`config.mk`:
```
export PLATFORM = sky130hd
export DESIGN_NAME = hot_swap_fault_sequencer
export DESIGN_NICKNAME = d
export VERILOG_FILES = /design/src/hdl/hot_swap_pkg.sv /design/src/hdl/window_if.sv /design/src/hdl/window_filter.sv /design/src/hdl/hot_swap_fault_sequencer.sv
export VERILOG_INCLUDE_DIRS = /design/src /design/src/hdl
export SDC_FILE = /design/constraint.sdc
export NUM_CORES = 1
export LEC_CHECK = 0
export BUFFER_PORTS_ARGS = -buffer_cell sky130_fd_sc_hd__clkbuf_2
export CAP_MARGIN = 20
export CORE_ASPECT_RATIO = 1.1
export CORE_UTILIZATION = 40
export DETAILED_ROUTE_END_ITERATION = 16
export PLACE_DENSITY = 0.67
export SYNTH_ARGS = -nofsm -noshare
export SYNTH_HDL_FRONTEND = slang
export SYNTH_SLANG_ARGS = --single-unit
```
`constraint.sdc`:
```
create_clock -name clk -period 4.25 [get_ports clk]
set_clock_uncertainty 0.1 [all_clocks]
set_input_delay 0.2125 -clock clk [delete_from_list [all_inputs] [get_ports clk]]
set_output_delay 0.2125 -clock clk [all_outputs]
set_load 0.02 [all_outputs]
```
`src/hdl/hot_swap_regs.svh`:
```
/*
  Named constants of the hot swap fault sequencer: clock rate, time base,
  default interval lengths, retry limit and field widths.
  Assumes inclusion by bare name from the package and design modules.
*/
`ifndef HOT_SWAP_REGS_SVH
`define HOT_SWAP_REGS_SVH

// ============================================================
// clock and time base
`define CLK_PERIOD_NS   8
`define TICK_NS         1000
`define PRE_W           12

// ============================================================
// default intervals, in microseconds of the time base, and the duty ratio in percent
`define T_FLT_US        1550
`define T_POR_US        1550
`define T_LIMITON_US    14000
`define DUTY_PCT        3
`define PCT_FULL        100

// ============================================================
// counters and widths
`define RETRY_LIMIT     7
`define CNT_W           3
`define TIMER_W         20
`define SEL_W           2
`define SYNC_STAGES     2

`endif

```
`src/hdl/hot_swap_pkg.sv`:
```
/*
  Types shared by the hot swap fault sequencer modules.
  Assumes hot_swap_regs.svh is on the include path.
*/
`default_nettype none
`include "hot_swap_regs.svh"

package hot_swap_pkg;

  // gray coded along disabled -> delay -> run -> limit -> off -> latched
  typedef enum logic [2:0] {
    ST_DISABLED = 3'h0,
    ST_POR_WAIT = 3'h1,
    ST_RUN      = 3'h3,
    ST_LIMIT    = 3'h2,
    ST_OFF      = 3'h6,
    ST_LATCHED  = 3'h7
  } seq_state_t;

  typedef logic [`TIMER_W-1:0] ticks_t;
  typedef logic [`CNT_W-1:0]   fault_cnt_t;
  typedef logic [`SEL_W-1:0]   timing_sel_t;

endpackage : hot_swap_pkg

`default_nettype wire

```
`src/hdl/window_if.sv`:
```
/*
  Carrier between the sequencer and one window glitch filter.
  Assumes both ends run on the same clock.
*/
`timescale 1ns/1ps
`default_nettype none

interface window_if;
  import hot_swap_pkg::*;
  logic   tick;
  ticks_t filtLen;
  logic   level;
  logic   fault;

  modport filt (input tick, input filtLen, input level, output fault);
  modport user (output tick, output filtLen, output level, input fault);
endinterface : window_if

`default_nettype wire

```
`src/hdl/window_filter.sv`:
```
/*
  Glitch filter for one window comparator: the faulting level must last
  filtLen time-base ticks before it is reported; recovery passes at once.
  Assumes level is already synchronised to clk.
*/
`timescale 1ns/1ps
`default_nettype none

module window_filter
  import hot_swap_pkg::*;
(
  input wire logic clk,
  input wire logic sys_rst,
  window_if.filt   win
);

  ticks_t cnt_ff;
  ticks_t nxt_cnt;
  logic   fault_ff;
  logic   nxt_fault;

  always_comb begin
    nxt_cnt   = cnt_ff;
    nxt_fault = fault_ff;
    if (!win.level) begin
      nxt_cnt   = '0;
      nxt_fault = 1'h0;
    end else if (!fault_ff && win.tick) begin
      if (cnt_ff + ticks_t'(1) >= win.filtLen) begin
        nxt_fault = 1'h1;
      end else begin
        nxt_cnt = cnt_ff + ticks_t'(1);
      end
    end
  end

  always_ff @(posedge clk) begin
    if (sys_rst) begin
      cnt_ff   <= '0;
      fault_ff <= 1'h0;
    end else begin
      cnt_ff   <= nxt_cnt;
      fault_ff <= nxt_fault;
    end
  end

  assign win.fault = fault_ff;
endmodule : window_filter

`default_nettype wire

```
`src/hdl/hot_swap_fault_sequencer.sv`:
```
/*
  Sequencing and fault logic of a negative-rail hot swap controller:
  power-on delay, hold in current limit, timed retry, consecutive-fault
  latch-off and window fault handling, all timed from one time base.
  Assumes comparator outputs and the timing setting arrive asynchronously;
  the analog gate drive follows gateEnable and gateHold.
*/
// Behaviour
// after the window is entered, wait the power-on delay before ramping the gate
// while current is at the limit, hold the gate drive constant
// when current falls below the limit, release the hold and ramp on
// overvoltage forces the gate low; restore once it falls below release level
// undervoltage forces the gate low; restore only above the rising threshold
// current limit lasting past the limit-on time registers a current fault
// after a current fault, keep the gate low for the off time, then retry
// limit-on time is three percent of the retry off time
// count consecutive current faults; latch off on the seventh until power cycles
// a clean restart after the off time clears the fault counter
// current glitches shorter than limit-on time only hold the gate, no fault
// filter only faulting window edges by the glitch time; recover at once
// below supply lockout stay disabled with gate low; enable above it
// all intervals scale together from one timing setting; setting zero is default
// synchronise comparator inputs; each interval is a cycle counter
`timescale 1ns/1ps
`default_nettype none
`include "hot_swap_regs.svh"

module hot_swap_fault_sequencer
  import hot_swap_pkg::*;
#(
  parameter int TICK_CYC   = `TICK_NS / `CLK_PERIOD_NS,
  parameter int FLT_TICKS  = `T_FLT_US,
  parameter int POR_TICKS  = `T_POR_US,
  parameter int LIM_TICKS  = `T_LIMITON_US,
  parameter int OFF_TICKS  = `T_LIMITON_US * `PCT_FULL / `DUTY_PCT
)(
  input  wire logic                  clk,
  input  wire logic                  sys_rst,
  input  wire logic                  uvLowIn,
  input  wire logic                  ovHighIn,
  input  wire logic                  limitIn,
  input  wire logic                  lockoutIn,
  input  wire hot_swap_pkg::timing_sel_t timingSel,
  output var  logic                  gateEnable,
  output var  logic                  gateHold,
  output var  logic                  latchedOff,
  output var  hot_swap_pkg::fault_cnt_t faultCount
);
  import hot_swap_pkg::*;

  localparam int NSYNC = 4 + `SEL_W;

  // ============================================================
  // input synchronisers
  logic [NSYNC-1:0] rawIn;
  logic [NSYNC-1:0] syncA_ff;
  logic [NSYNC-1:0] syncB_ff;

  assign rawIn = {timingSel, lockoutIn, limitIn, ovHighIn, uvLowIn};

  genvar gi;
  generate
    for (gi = 0; gi < NSYNC; gi++) begin : g_sync
      always_ff @(posedge clk) begin
        if (sys_rst) begin
          syncA_ff[gi] <= 1'h0;
          syncB_ff[gi] <= 1'h0;
        end else begin
          syncA_ff[gi] <= rawIn[gi];
          syncB_ff[gi] <= syncA_ff[gi];
        end
      end
    end
  endgenerate

  logic        uvS;
  logic        ovS;
  logic        limS;
  logic        lkoS;
  timing_sel_t selS;
  timing_sel_t selLast_ff;
  timing_sel_t sel_ff;
  timing_sel_t nxt_sel;

  assign uvS  = syncB_ff[0];
  assign ovS  = syncB_ff[1];
  assign limS = syncB_ff[2];
  assign lkoS = syncB_ff[3];
  assign selS = sel_ff;

  // ============================================================
  // common time base, stretched by the timing setting
  logic [`PRE_W-1:0] pre_ff;
  logic [`PRE_W-1:0] nxt_pre;
  logic [`PRE_W-1:0] preTerm;
  logic              tick_ff;
  logic              nxt_tick;

  // setting zero gives the default intervals; n stretches them by n+1
  assign preTerm = `PRE_W'(TICK_CYC * (int'(selS) + 1) - 1);

  always_comb begin
    nxt_tick = 1'h0;
    nxt_pre  = pre_ff + `PRE_W'(1);
    // a new setting counts only once two samples agree, so its bits never mix
    nxt_sel  = (syncB_ff[NSYNC-1:4] == selLast_ff) ? selLast_ff : sel_ff;
    if (pre_ff >= preTerm) begin
      nxt_pre  = '0;
      nxt_tick = 1'h1;
    end
  end

  always_ff @(posedge clk) begin
    if (sys_rst) begin
      pre_ff     <= '0;
      tick_ff    <= 1'h0;
      selLast_ff <= '0;
      sel_ff     <= '0;
    end else begin
      pre_ff     <= nxt_pre;
      tick_ff    <= nxt_tick;
      selLast_ff <= syncB_ff[NSYNC-1:4];
      sel_ff     <= nxt_sel;
    end
  end

  // ============================================================
  // window glitch filters, undervoltage then overvoltage
  window_if winIf [2] ();
  logic [1:0] winLevel;
  logic [1:0] winFlt;
  logic       winFault;

  assign winLevel = {ovS, uvS};

  generate
    for (gi = 0; gi < 2; gi++) begin : g_win
      assign winIf[gi].tick    = tick_ff;
      assign winIf[gi].filtLen = ticks_t'(FLT_TICKS);
      assign winIf[gi].level   = winLevel[gi];
      assign winFlt[gi]        = winIf[gi].fault;
      window_filter u_filt (
        .clk     (clk),
        .sys_rst (sys_rst),
        .win     (winIf[gi])
      );
    end
  endgenerate

  assign winFault = |winFlt;

  // ============================================================
  // sequencer
  seq_state_t state_ff;
  seq_state_t nxt_state;
  ticks_t     timer_ff;
  ticks_t     nxt_timer;
  ticks_t     term;
  logic       done;
  fault_cnt_t cnt_ff;
  fault_cnt_t nxt_cnt;
  logic       gateEn_ff;
  logic       hold_ff;
  logic       latch_ff;
  logic       nxt_gateEn;
  logic       nxt_hold;
  logic       nxt_latch;

  always_comb begin
    case (state_ff)
      ST_POR_WAIT: term = ticks_t'(POR_TICKS);
      ST_RUN:      term = ticks_t'(LIM_TICKS);
      ST_LIMIT:    term = ticks_t'(LIM_TICKS);
      ST_OFF:      term = ticks_t'(OFF_TICKS);
      default:     term = '1;
    endcase
  end

  assign done = (timer_ff >= term);

  always_comb begin
    nxt_state = state_ff;
    nxt_cnt   = cnt_ff;
    nxt_timer = (tick_ff && !done) ? timer_ff + ticks_t'(1) : timer_ff;
    if (lkoS) begin
      nxt_state = ST_DISABLED;
      nxt_cnt   = '0;
    end else begin
      case (state_ff)
        ST_DISABLED: begin
          if (!winFault) nxt_state = ST_POR_WAIT;
        end
        ST_POR_WAIT: begin
          if (winFault) nxt_state = ST_DISABLED;
          else if (done) nxt_state = ST_RUN;
        end
        ST_RUN: begin
          if (winFault) nxt_state = ST_DISABLED;
          else if (limS) nxt_state = ST_LIMIT;
          else if (done) nxt_cnt = '0;
        end
        ST_LIMIT: begin
          if (winFault) begin
            nxt_state = ST_DISABLED;
          end else if (!limS) begin
            nxt_state = ST_RUN;
          end else if (done) begin
            nxt_cnt   = cnt_ff + fault_cnt_t'(1);
            nxt_state = (cnt_ff + fault_cnt_t'(1) == fault_cnt_t'(`RETRY_LIMIT)) ?
                        ST_LATCHED : ST_OFF;
          end
        end
        ST_OFF: begin
          if (winFault) nxt_state = ST_DISABLED;
          else if (done) nxt_state = ST_RUN;
        end
        ST_LATCHED: nxt_state = ST_LATCHED;
        default: nxt_state = ST_DISABLED;
      endcase
    end
    if (nxt_state != state_ff) nxt_timer = '0;
    nxt_gateEn = (nxt_state == ST_RUN) || (nxt_state == ST_LIMIT);
    nxt_hold   = (nxt_state == ST_LIMIT);
    nxt_latch  = (nxt_state == ST_LATCHED);
  end

  always_ff @(posedge clk) begin
    if (sys_rst) begin
      state_ff  <= ST_DISABLED;
      timer_ff  <= '0;
      cnt_ff    <= '0;
      gateEn_ff <= 1'h0;
      hold_ff   <= 1'h0;
      latch_ff  <= 1'h0;
    end else begin
      state_ff  <= nxt_state;
      timer_ff  <= nxt_timer;
      cnt_ff    <= nxt_cnt;
      gateEn_ff <= nxt_gateEn;
      hold_ff   <= nxt_hold;
      latch_ff  <= nxt_latch;
    end
  end

  assign gateEnable = gateEn_ff;
  assign gateHold   = hold_ff;
  assign latchedOff = latch_ff;
  assign faultCount = cnt_ff;
endmodule : hot_swap_fault_sequencer

`default_nettype wire

```
==> results of run 1 <==
worst paths after layout:
kind	startpoint	end	slack [ps]	cells past startpoint
max	g_win[0].u_filt.cnt_ff[0]$_SDFFE_PP0P_	g_win[0].u_filt.cnt_ff[7]$_SDFFE_PP0P_	600	9
min reg2reg	syncA_ff[2]$_SDFF_PP0_	limS$_SDFF_PP0_	340	1
max reg2reg	g_win[0].u_filt.cnt_ff[0]$_SDFFE_PP0P_	g_win[0].u_filt.cnt_ff[7]$_SDFFE_PP0P_	600	9
min	limitIn	syncA_ff[2]$_SDFF_PP0_	20	2
per-stage QoR:
| stage | setup WS, ps | std cells | hold WS, ps | util (%) | cell area (µm²) |
|---|---|---|---|---|---|
| finish | 597 | 826 | 17.7 | 45.3 | 5980 |
| detailed placement | 628 | 805 | 320 | 42.8 | 5650 |
| CTS | 607 | 826 | 0.775 | 45.3 | 5980 |
| global placement | 751 | 805 | 324 | 42.8 | 5650 |
| global route | 252 | 826 | 18.2 | 45.3 | 5980 |
| floorplan | 556 | 650 | 192 | - | 5450 |
cell usage after synthesis (all sizes together), types with 2 or more instances:
library cell	count
nand4b	2
mux2i	5
a21oi	31
o211ai	9
nor4b	3
xor2	16
nor3	25
and2	13
xnor2	37
a211oi	2
or4	9
nor4	5
o31a	2
ha	43
nand3	35
mux2	2
nand3b	2
o21ai	14
a2111oi	2
dfxtp	100
a21o	8
a21boi	2
nor2	81
nand2b	11
a31oi	3
or2	6
o221a	2
a221oi	2
or3	9
nor2b	19
and4	6
o31ai	3
nand2	44
a41oi	2
o21a	2
clkbuf	21
inv	23
and3	16
nand4	13
what timing repair did:
item                                   in CTS  in global routing
hold buffers                                5                  0
endpoints found under the hold margin       5                  0
gates resized for setup                     0                  0
logic make-up (layout without fill, tap and decap cells):
group	after synthesis	after routing
AO/OA/AOI/OAI	94	94
XOR/XNOR	53	53
flip-flops	100	100
adder cells (fa/ha/maj)	43	43
other	1	4
AND/OR/NAND/NOR	303	303
multiplexers	7	7
buffers and inverters	46	61
critical path, stage by stage, from the launching register on:
cell and delay (ps):
dfxtp_1 410, ha_1 230, nand3_1 220, or4_1 620, mux2_2 280, nand2b_1 60, nor4b_1 260, or3b_1 720
or4_1 530, a21oi_1 150
layout make-up:
class | instances | area (µm²) | area share (%)
inverters | 24 | 90.1 | 1.51
clock buffers | 13 | 260 | 4.35
flip-flops and latches | 100 | 2000 | 33.5
repair buffers | 21 | 138 | 2.30
well taps | 161 | 201 | 3.37
clock inverters | 3 | 21.3 | 0.356
multi-input cells | 504 | 3270 | 54.7
per-layer routing:
layer	up-vias	routed length (µm)	global-route usage [%]
li1	2306	-	-
met1	2084	5120	19.2
met2	48	5120	27.7
met3	8	287	4.09
met4	0	167	6.04
met5	-	0	0
layout by cell type, fill, tap and decap left out, types with 3 or more instances in the layout:
cell type	count
and3_1	16
nor4b_1	3
buf_4	3
a31oi_1	3
conb_1	4
o211ai_1	9
nand2b_1	11
nor2_1	81
nor2b_1	19
clkbuf_16	9
or4_1	9
clkbuf_2	13
xor2_1	16
o31ai_1	3
xnor2_1	37
or3_1	9
a21o_1	8
mux2i_1	5
nor4_1	5
nand3_1	35
nand2_1	44
dlygate4sd3_1	5
dfxtp_1	100
or2_2	6
nand4_1	13
inv_1	23
a21oi_1	31
and4_1	6
o21ai_0	14
ha_1	43
nor3_1	25
and2_1	11
power by group through the flow:
stage | Sequential [W] | Clock (W) | Combinational, W
detailed placement | 0.000978 | 0 | 0.0000679
global route | 0.000957 | 0.000832 | 0.0000814
finish | 0.000956 | 0.000774 | 0.0000711
global placement | 0.000977 | 0 | 0.0000653
CTS | 0.000956 | 0.000806 | 0.0000720
floorplan | 0.000972 | 0 | 0.0000544
flip-flops by register name, indices dropped and copies added (netlist names), 2 cells and up:
register,count
faultCount,3
selS,2
selLast_ff,2
syncB_ff,2
syncA_ff,6
g_win.u_filt.cnt_ff,40
pre_ff,12
g_win.u_filt.win.fault,2
state_ff,3
timer_ff,20
==> key figures, run 1 <==
Status
  • Status: finished, final reports clean

Synth
  • Yosys reg bits: 100
  • Adder-cell share of the synthesized area: 9.90%
  • Post-synth ARST share: 0%
  • Mux contribution to synthesized area: 1.33%
  • Distinct cells, synth: 58
  • Top FF cell, synth: dfxtp_1
  • Main combinational cell family by area after synthesis: simple AND/OR/NAND/NOR gates
  • Gate Count Post-Synth: ~650
  • Area fraction in compound gates after synthesis: 11.4%
  • Sequential share of the synthesized area: 36.8%
  • Area leader, netlist: dfxtp_1
  • Synth area leaders: dfxtp_1, ha_1, xnor2_1
  • Synth Area per Inst: 8.40 µm²
  • Synth Warn #: 0
  • Yosys top cell area share: a little under two fifths
  • Mapped cell area: 0.00544 mm²
  • Simple-gate area share of the yosys netlist: 28.7%
  • Post-synth EDFFs: 0
  • XOR/XNOR Fraction of Synth Area: ~8.5%

STA
  • Worst slew margin: ~33%
  • Slew of the pin with the lowest slew margin: 997 ps
  • Final min period: 3650 ps
  • Period utilisation layout: between 80% and 90%
  • Total Neg Setup Slack: 0 ps
  • Max Clock Freq: 0.274 GHz
  • Final setup fails: 0
  • Fin. max-slew vios: 0
  • RSZ-0062 raised after global routing: false
  • Endpoints failing hold: 0

Pwr
  • Total power: 0.00180 W
  • Sw frac: 22.1%
  • Pwr dens: roughly 300 mW/mm²
  • Comb pwr share: 3.9%
  • Internal power: 0.00140 W
  • Clock share of power: between 40% and 50%
  • Part of the power in registers: 53.1%
  • VDD IR max: 0.167 mV
  • Leak Pwr: 2.32 nW
  • Switch Pwr: 0.000398 W

Flow run
  • Max Cap Viol: 0

Detailed routing
  • Drt drc: 0
  • DRC marker count from the first detailed-route iteration: 176
  • Via density: 5.38
  • Antenna Violating Nets Remaining: 0
  • DR vias: 4446
  • WL final: approximately 11000 µm
  • Avg WL per Cell: 12.9 µm
  • DRT Pass-1 Iters: 5

GRT
  • Largest net degree at the start of global routing: 30
  • First-pass GRT wire length: 18600 µm
  • Initial antenna violation count: 0
  • Number of global-route vias before repair: 4222
  • Total GRT Usage: 16.1%
  • Grt total ovfl: 0

Floorplanning
  • Rows: 44
  • Die width: 113 µm
  • Core region area: 0.0132 mm²
  • Die area: between 0.01 and 0.015 mm²
  • Boundary pin count: 14
  • Die height: 124 µm
  • Initial core utilization: 41.1%

Clocking
  • CTS Buf Count: 9
  • H-tree depth: 3
  • Clock transition at the registers of the reported paths: 60 ps
  • TritonCTS clock tree: built
  • Post-CTS setup buffers: 0
  • Clock Latency Late Sink: 350 ps
  • CTS Buffer Depth: 2
  • Sink Count: 100
  • Root buffer cell: clkbuf_16

Placement
  • GPL Wtd Cong: 0.818
  • PortBufs: 13
  • HPWL Detailed: 7710 µm

Worst setup path
  • WS Path Type: register to register
  • Worst Path Arrival: 3830 ps
  • WP data required: 4430 ps
  • Critical Path End Type: register
  • Startpoint types: register
  • Critical path peak fanout: 29

Worst hold path
  • Worst Hold Class: input pin to register

Finish
  • Area Growth Syn to Fin: 10.0%
  • Diodes inserted: 0
  • # nets final: 711
  • Number of fillers in the final layout: 1297
  • Share of cells above drive strength 1: 6.02%
No activity file was read; power rests on OpenSTA's default activity.
==> run 2: changes to the inputs <==
--- a/config.mk
+++ b/config.mk
@@ -12,6 +12,7 @@
 export CORE_UTILIZATION = 40
 export DETAILED_ROUTE_END_ITERATION = 16
 export PLACE_DENSITY = 0.67
+export RECOVER_POWER = 25
 export SYNTH_ARGS = -nofsm -noshare
 export SYNTH_HDL_FRONTEND = slang
 export SYNTH_SLANG_ARGS = --single-unit
==> run 2 against run 1 <==
Against the previous run:
- clock power barely moved
- setup slack barely moved
- sequential power barely moved
- first-iteration DRC count did not move
- clock-buffer cell count did not move
- largest cell class unchanged
- largest power group unchanged
==> key figures, run 2 (synthesis results as in run 1) <==
Placement
  • PortBufs: 13 (unchanged)
  • Placed cells: 805 (unchanged)
  • HPWL Detailed: 7710 µm (unchanged)
  • GPL Wtd Cong: 0.818 (unchanged)
  • Pre-CTS WS: 628 ps (unchanged)

Worst setup path
  • Critical Path End Type: register (unchanged)
  • WP data required: 4430 ps (about the same)
  • Reg-to-Reg Start: g_win[0].u_filt.cnt_ff[0]$_SDFFE_PP0P_ (unchanged)
  • Crit. Startpoint: g_win[0].u_filt.cnt_ff[0]$_SDFFE_PP0P_ (unchanged)
  • Setup crit end: g_win[0].u_filt.cnt_ff[7]$_SDFFE_PP0P_ (unchanged)
  • Critical path peak fanout: 29 (unchanged)
  • FF-to-FF setup slack: 600 ps (about the same)
  • Worst Path Arrival: 3830 ps (about the same)
  • WS Path Type: register to register (unchanged)
  • Startpoint types: register (unchanged)
  • Worst R2R End: g_win[0].u_filt.cnt_ff[7]$_SDFFE_PP0P_ (unchanged)
  • Worst reg-to-reg path cell count: 9 (unchanged)

Worst hold path
  • Worst Hold Class: input pin to register (unchanged)

Clocking
  • Root buffer cell: clkbuf_16 (unchanged)
  • Clock Latency Late Sink: 350 ps (about the same)
  • Sink Count: 100 (unchanged)
  • Post-CTS setup buffers: 0 (unchanged)
  • TritonCTS clock tree: built (unchanged)
  • CTS Buf Count: 9 (unchanged)
  • Hold-fix buffers, CTS: 5 (unchanged)
  • H-tree depth: 3 (unchanged)
  • CTS Buffer Depth: 2 (unchanged)
  • Clock transition at the registers of the reported paths: 60 ps (about the same)
  • Cts repair resizes: 0 (unchanged)

Floorplanning
  • Die area: 0.0141 mm² (unchanged)
  • Initial core utilization: 41.1% (unchanged)
  • Rows: 44 (unchanged)
  • Boundary pin count: 14 (unchanged)
  • Core region area: 0.0132 mm² (unchanged)
  • Die height: 124 µm (unchanged)
  • Die width: 113 µm (unchanged)

STA
  • Fin. max-slew vios: 0 (unchanged)
  • Worst slew margin: 31.4% (was 33.4%)
  • Final setup fails: 0 (unchanged)
  • RSZ-0062 raised after global routing: false (unchanged)
  • Slew of the pin with the lowest slew margin: 1030 ps (was 997 ps)
  • Endpoints failing hold: 0 (unchanged)
  • Final setup margin: 597 ps (about the same)
  • Period utilisation layout: 85.9% (about the same)
  • Total Neg Setup Slack: 0 ps (unchanged)
  • Max Clock Freq: 0.274 GHz (about the same)
  • Final min period: 3650 ps (about the same)

GRT
  • Total GRT Usage: 16.1% (unchanged)
  • Number of global-route vias before repair: 4222 (unchanged)
  • First-pass GRT wire length: 18600 µm (unchanged)
  • Largest net degree at the start of global routing: 30 (unchanged)
  • Grt total ovfl: 0 (unchanged)
  • Initial antenna violation count: 0 (unchanged)

Detailed routing
  • DR vias: 4453 (was 4446)
  • Via density: 5.39 (was 5.38)
  • DRC marker count from the first detailed-route iteration: 176 (unchanged)
  • Avg WL per Cell: 13.0 µm (was 12.9 µm)
  • Drt drc: 0 (unchanged)
  • DRT Pass-1 Iters: 5 (unchanged)
  • Antenna Violating Nets Remaining: 0 (unchanged)
  • WL final: 10700 µm (about the same)

Pwr
  • VDD IR max: 0.167 mV (about the same)
  • Pwr dens: 302 mW/mm² (was 301 mW/mm²)
  • Leak Pwr: 2.29 nW (was 2.32 nW)

Flow run
  • Max Cap Viol: 0 (unchanged)

Finish
  • Diodes inserted: 0 (unchanged)
  • Biggest register: g_win.u_filt.cnt_ff (unchanged)
  • Commonest non-fill, non-tap cells in the layout: dfxtp_1, nor2_1, nand2_1 (unchanged)
  • Commonest non-fill, non-tap cell in the layout: dfxtp_1 (unchanged)
  • Largest register FFs: 40 (unchanged)
  • Regs by FF count: g_win.u_filt.cnt_ff (40), timer_ff (20), pre_ff (12) (unchanged)
  • Share of cells above drive strength 1: 4.96% (was 6.02%)
  • Area Growth Syn to Fin: 9.87% (was 10.0%)
  • # nets final: 711 (unchanged)
  • Count of non-filler cells in the finished layout: 826 (unchanged)

Status
  • Status: finished, final reports clean (unchanged)
run 2: worst max-delay path: stages, from the launching register on:
cell,delay (ps)
dfxtp_1,410
ha_1,230
nand3_1,220
or4_1,620
mux2_2,280
nand2b_1,60
nor4b_1,260
or3b_1,720
or4_1,530
a21oi_1,150
run 2: how the worst min path moves through the flow:
stage	from	endpoint	slack, ps	depth (start not counted)
final	limitIn	syncA_ff[2]$_SDFF_PP0_	20	2
after global routing	limitIn	syncA_ff[2]$_SDFF_PP0_	20	2
after CTS	limitIn	syncA_ff[2]$_SDFF_PP0_	0.8	2
after detailed placement	syncA_ff[2]$_SDFF_PP0_	limS$_SDFF_PP0_	320	1
after global placement	syncA_ff[0]$_SDFF_PP0_	uvS$_SDFF_PP0_	320	1
after floorplan	sys_rst	state_ff[2]$_SDFF_PP0_	190	1
run 2: layout make-up:
type,count,area (µm²)
fillers,1297,7240
multi-input cells,504,3270
flip-flops and latches,100,2000
clock buffers,13,260
well taps,161,201
repair buffers,21,129
inverters,24,90.1
clock inverters,3,21.3
run 2: power by group:
group          switching (W)  leakage [nW]  internal (W)
Sequential        0.00000985         0.810      0.000947
Clock               0.000345         0.136      0.000429
Combinational      0.0000433          1.35     0.0000278
run 2: metal layers:
metal / part of all wire, % / wire (µm) / GRT usage (%)
met1: 48 / 5120 / 19.2
met2: 48 / 5130 / 27.7
met3: 2.8 / 297 / 4.09
met4: 1.6 / 167 / 6.04
met5: 0 / 0 / 0
run 2: per-stage QoR:
stage | area (µm²) | utilization, % | hold slack [ps] | total power, W
finish | 5970 | 45.2 | 17.7 | 0.00180
global route | 5970 | 45.2 | 18.2 | 0.00187
CTS | 5980 | 45.3 | 0.775 | 0.00183
detailed placement | 5650 | 42.8 | 320 | 0.00105
global placement | 5650 | 42.8 | 324 | 0.00104
floorplan | 5450 | - | 192 | 0.00103
==> run 3: changes to the inputs <==
--- a/config.mk
+++ b/config.mk
@@ -10,6 +10,7 @@
 export CAP_MARGIN = 20
 export CORE_ASPECT_RATIO = 1.1
 export CORE_UTILIZATION = 40
+export CTS_BUF_LIST = sky130_fd_sc_hd__clkbuf_4 sky130_fd_sc_hd__clkbuf_8
 export DETAILED_ROUTE_END_ITERATION = 16
 export PLACE_DENSITY = 0.67
 export RECOVER_POWER = 25
==> run 3 against run 2 <==
Against the previous run:
- setup slack improved by 9.6 ps
- sequential power about the same
- sequential share of layout area increased by 0.47 points
- via count increased by 0.72%
- largest power group unchanged
- highest routed layer unchanged
==> key figures, run 3 (synthesis results as in run 1) <==
STA
  • Final setup fails: 0 (unchanged)
  • Final min period: 3640 ps (was 3650 ps)
  • Slew of the pin with the lowest slew margin: 1000 ps (was 1030 ps)
  • RSZ-0062 raised after global routing: false (unchanged)
  • Hold slack: 230 ps (was 17.7 ps)
  • Fin. max-slew vios: 0 (unchanged)
  • Period utilisation layout: 85.7% (was 85.9%)
  • Worst slew margin: 33.0% (was 31.4%)
  • Max Clock Freq: 0.275 GHz (was 0.274 GHz)
  • Total Neg Setup Slack: 0 ps (unchanged)
  • Endpoints failing hold: 0 (unchanged)

Finish
  • Reg area: 0.00200 mm² (unchanged)
  • Diodes inserted: 0 (unchanged)
  • Commonest non-fill, non-tap cells in the layout: dfxtp_1, nor2_1, nand2_1 (unchanged)
  • Commonest non-fill, non-tap cell in the layout: dfxtp_1 (unchanged)
  • # nets final: 712 (was 711)
  • Regs by FF count: g_win.u_filt.cnt_ff (40), timer_ff (20), pre_ff (12) (unchanged)
  • Share of cells above drive strength 1: 5.41% (was 4.96%)
  • Number of fillers in the final layout: 1304 (was 1297)
  • Area Growth Syn to Fin: 8.35% (was 9.87%)
  • Largest register FFs: 40 (unchanged)
  • Final core occ: 44.6% (was 45.2%)
  • Biggest register: g_win.u_filt.cnt_ff (unchanged)
  • Multi-input logic area: 0.00327 mm² (unchanged)

Placement
  • HPWL Detailed: 7710 µm (unchanged)
  • PortBufs: 13 (unchanged)
  • GPL Wtd Cong: 0.818 (unchanged)

Status
  • Status: finished, final reports clean (unchanged)

Worst hold path
  • Worst Hold Class: input pin to register (unchanged)
  • Hold Path Stages: 2 (unchanged)
  • HP Start: sys_rst (was limitIn)

Clocking
  • CTS Buffer Depth: 2 (unchanged)
  • TritonCTS clock tree: built (unchanged)
  • Sink Count: 100 (unchanged)
  • Root buffer cell: clkbuf_8 (was clkbuf_16)
  • H-tree depth: 3 (unchanged)
  • Clock transition at the registers of the reported paths: 90 ps (was 60 ps)
  • Clock Latency Late Sink: 390 ps (was 350 ps)
  • CTS Buf Count: 9 (unchanged)

Pwr
  • Leak Pwr: 2.26 nW (was 2.29 nW)
  • Pwr dens: 274 mW/mm² (was 302 mW/mm²)
  • VDD IR max: 0.169 mV (was 0.167 mV)

Worst setup path
  • Startpoint types: register (unchanged)
  • Reg-to-Reg Start: g_win[0].u_filt.cnt_ff[0]$_SDFFE_PP0P_ (unchanged)
  • WS Path Type: register to register (unchanged)
  • Critical Path End Type: register (unchanged)
  • Critical path peak fanout: 29 (unchanged)
  • Crit. Startpoint: g_win[0].u_filt.cnt_ff[0]$_SDFFE_PP0P_ (unchanged)
  • WP data required: 4460 ps (was 4430 ps)
  • Worst Path Arrival: 3860 ps (was 3830 ps)
  • Worst reg-to-reg path cell count: 9 (unchanged)

GRT
  • Number of global-route vias before repair: 4253 (was 4222)
  • Initial antenna violation count: 0 (unchanged)
  • Total GRT Usage: 16.0% (was 16.1%)
  • Largest net degree at the start of global routing: 30 (unchanged)
  • First-pass GRT wire length: 18600 µm (about the same)
  • Grt total ovfl: 0 (unchanged)

Floorplanning
  • Core region area: 0.0132 mm² (unchanged)
  • Boundary pin count: 14 (unchanged)
  • Rows: 44 (unchanged)
  • Initial core utilization: 41.1% (unchanged)
  • Die height: 124 µm (unchanged)
  • Die area: 0.0141 mm² (unchanged)
  • Die width: 113 µm (unchanged)

Detailed routing
  • WL final: 10700 µm (about the same)
  • DRC marker count from the first detailed-route iteration: 145 (was 176)
  • Via density: 5.42 (was 5.39)
  • DRT Pass-1 Iters: 4 (was 5)
  • Antenna Violating Nets Remaining: 0 (unchanged)
  • Drt drc: 0 (unchanged)
  • Avg WL per Cell: 12.9 µm (was 13.0 µm)
  • DR vias: 4485 (was 4453)

Flow run
  • Max Cap Viol: 0 (unchanged)
-- run 3: cell types whose count changed in the layout (fill, tap and decap cells not counted), sizes merged --
| cell | change |
|---|---|
| dlygate4sd3 | +1 |
-- run 3: layout make-up --
class                   instances  area share (%)
multi-input cells             504            55.5
clock inverters                 3           0.361
clock buffers                  13            2.82
well taps                     161            3.42
flip-flops and latches        100            34.0
inverters                      24            1.53
repair buffers                 22            2.38
-- run 3: per-layer routing --
metal  global-route usage [%]  wire (µm)
met3                     3.65        302
met5                        0          0
met4                     6.11        218
met2                     27.5       5100
met1                     19.2       5090
-- run 3: stage by stage --
step	cell area (µm²)	worst slack, ps	total power (W)	instances
after global placement	5650	751	0.00104	805
after global routing	5890	241	0.00168	827
after detailed placement	5650	628	0.00105	805
after CTS	5900	598	0.00163	827
after floorplan	5450	556	0.00103	650
final	5890	607	0.00161	827
-- run 3: final timing paths --
kind / endpoint / slack [ps]
min reg2reg: limS$_SDFF_PP0_ / 340
min: selLast_ff[0]$_SDFF_PP0_ / 230
max reg2reg: g_win[0].u_filt.cnt_ff[7]$_SDFFE_PP0P_ / 610
max: g_win[0].u_filt.cnt_ff[7]$_SDFFE_PP0P_ / 610
-- run 3: critical path: stages (launching register included) --
cell and delay, ps:
dfxtp_1 420, ha_1 230, nand3_1 210, or4_1 620, mux2_2 270, nand2b_1 60, nor4b_1 260, or3b_1 720
or4_1 530, a21oi_1 150
-- run 3: where the power goes --
part / internal, W / switching, W / leakage, nW
combinational: 0.0000285 / 0.0000437 / 1.35
clock: 0.000258 / 0.000327 / 0.0965
sequential: 0.000946 / 0.00000995 / 0.810
total: 0.00123 / 0.000381 / 2.26
-- run 3: what timing repair did --
action,in CTS,in global routing
endpoints found under the hold margin,6,0
setup buffers,0,0
hold buffers,6,0
gates resized for setup,0,0
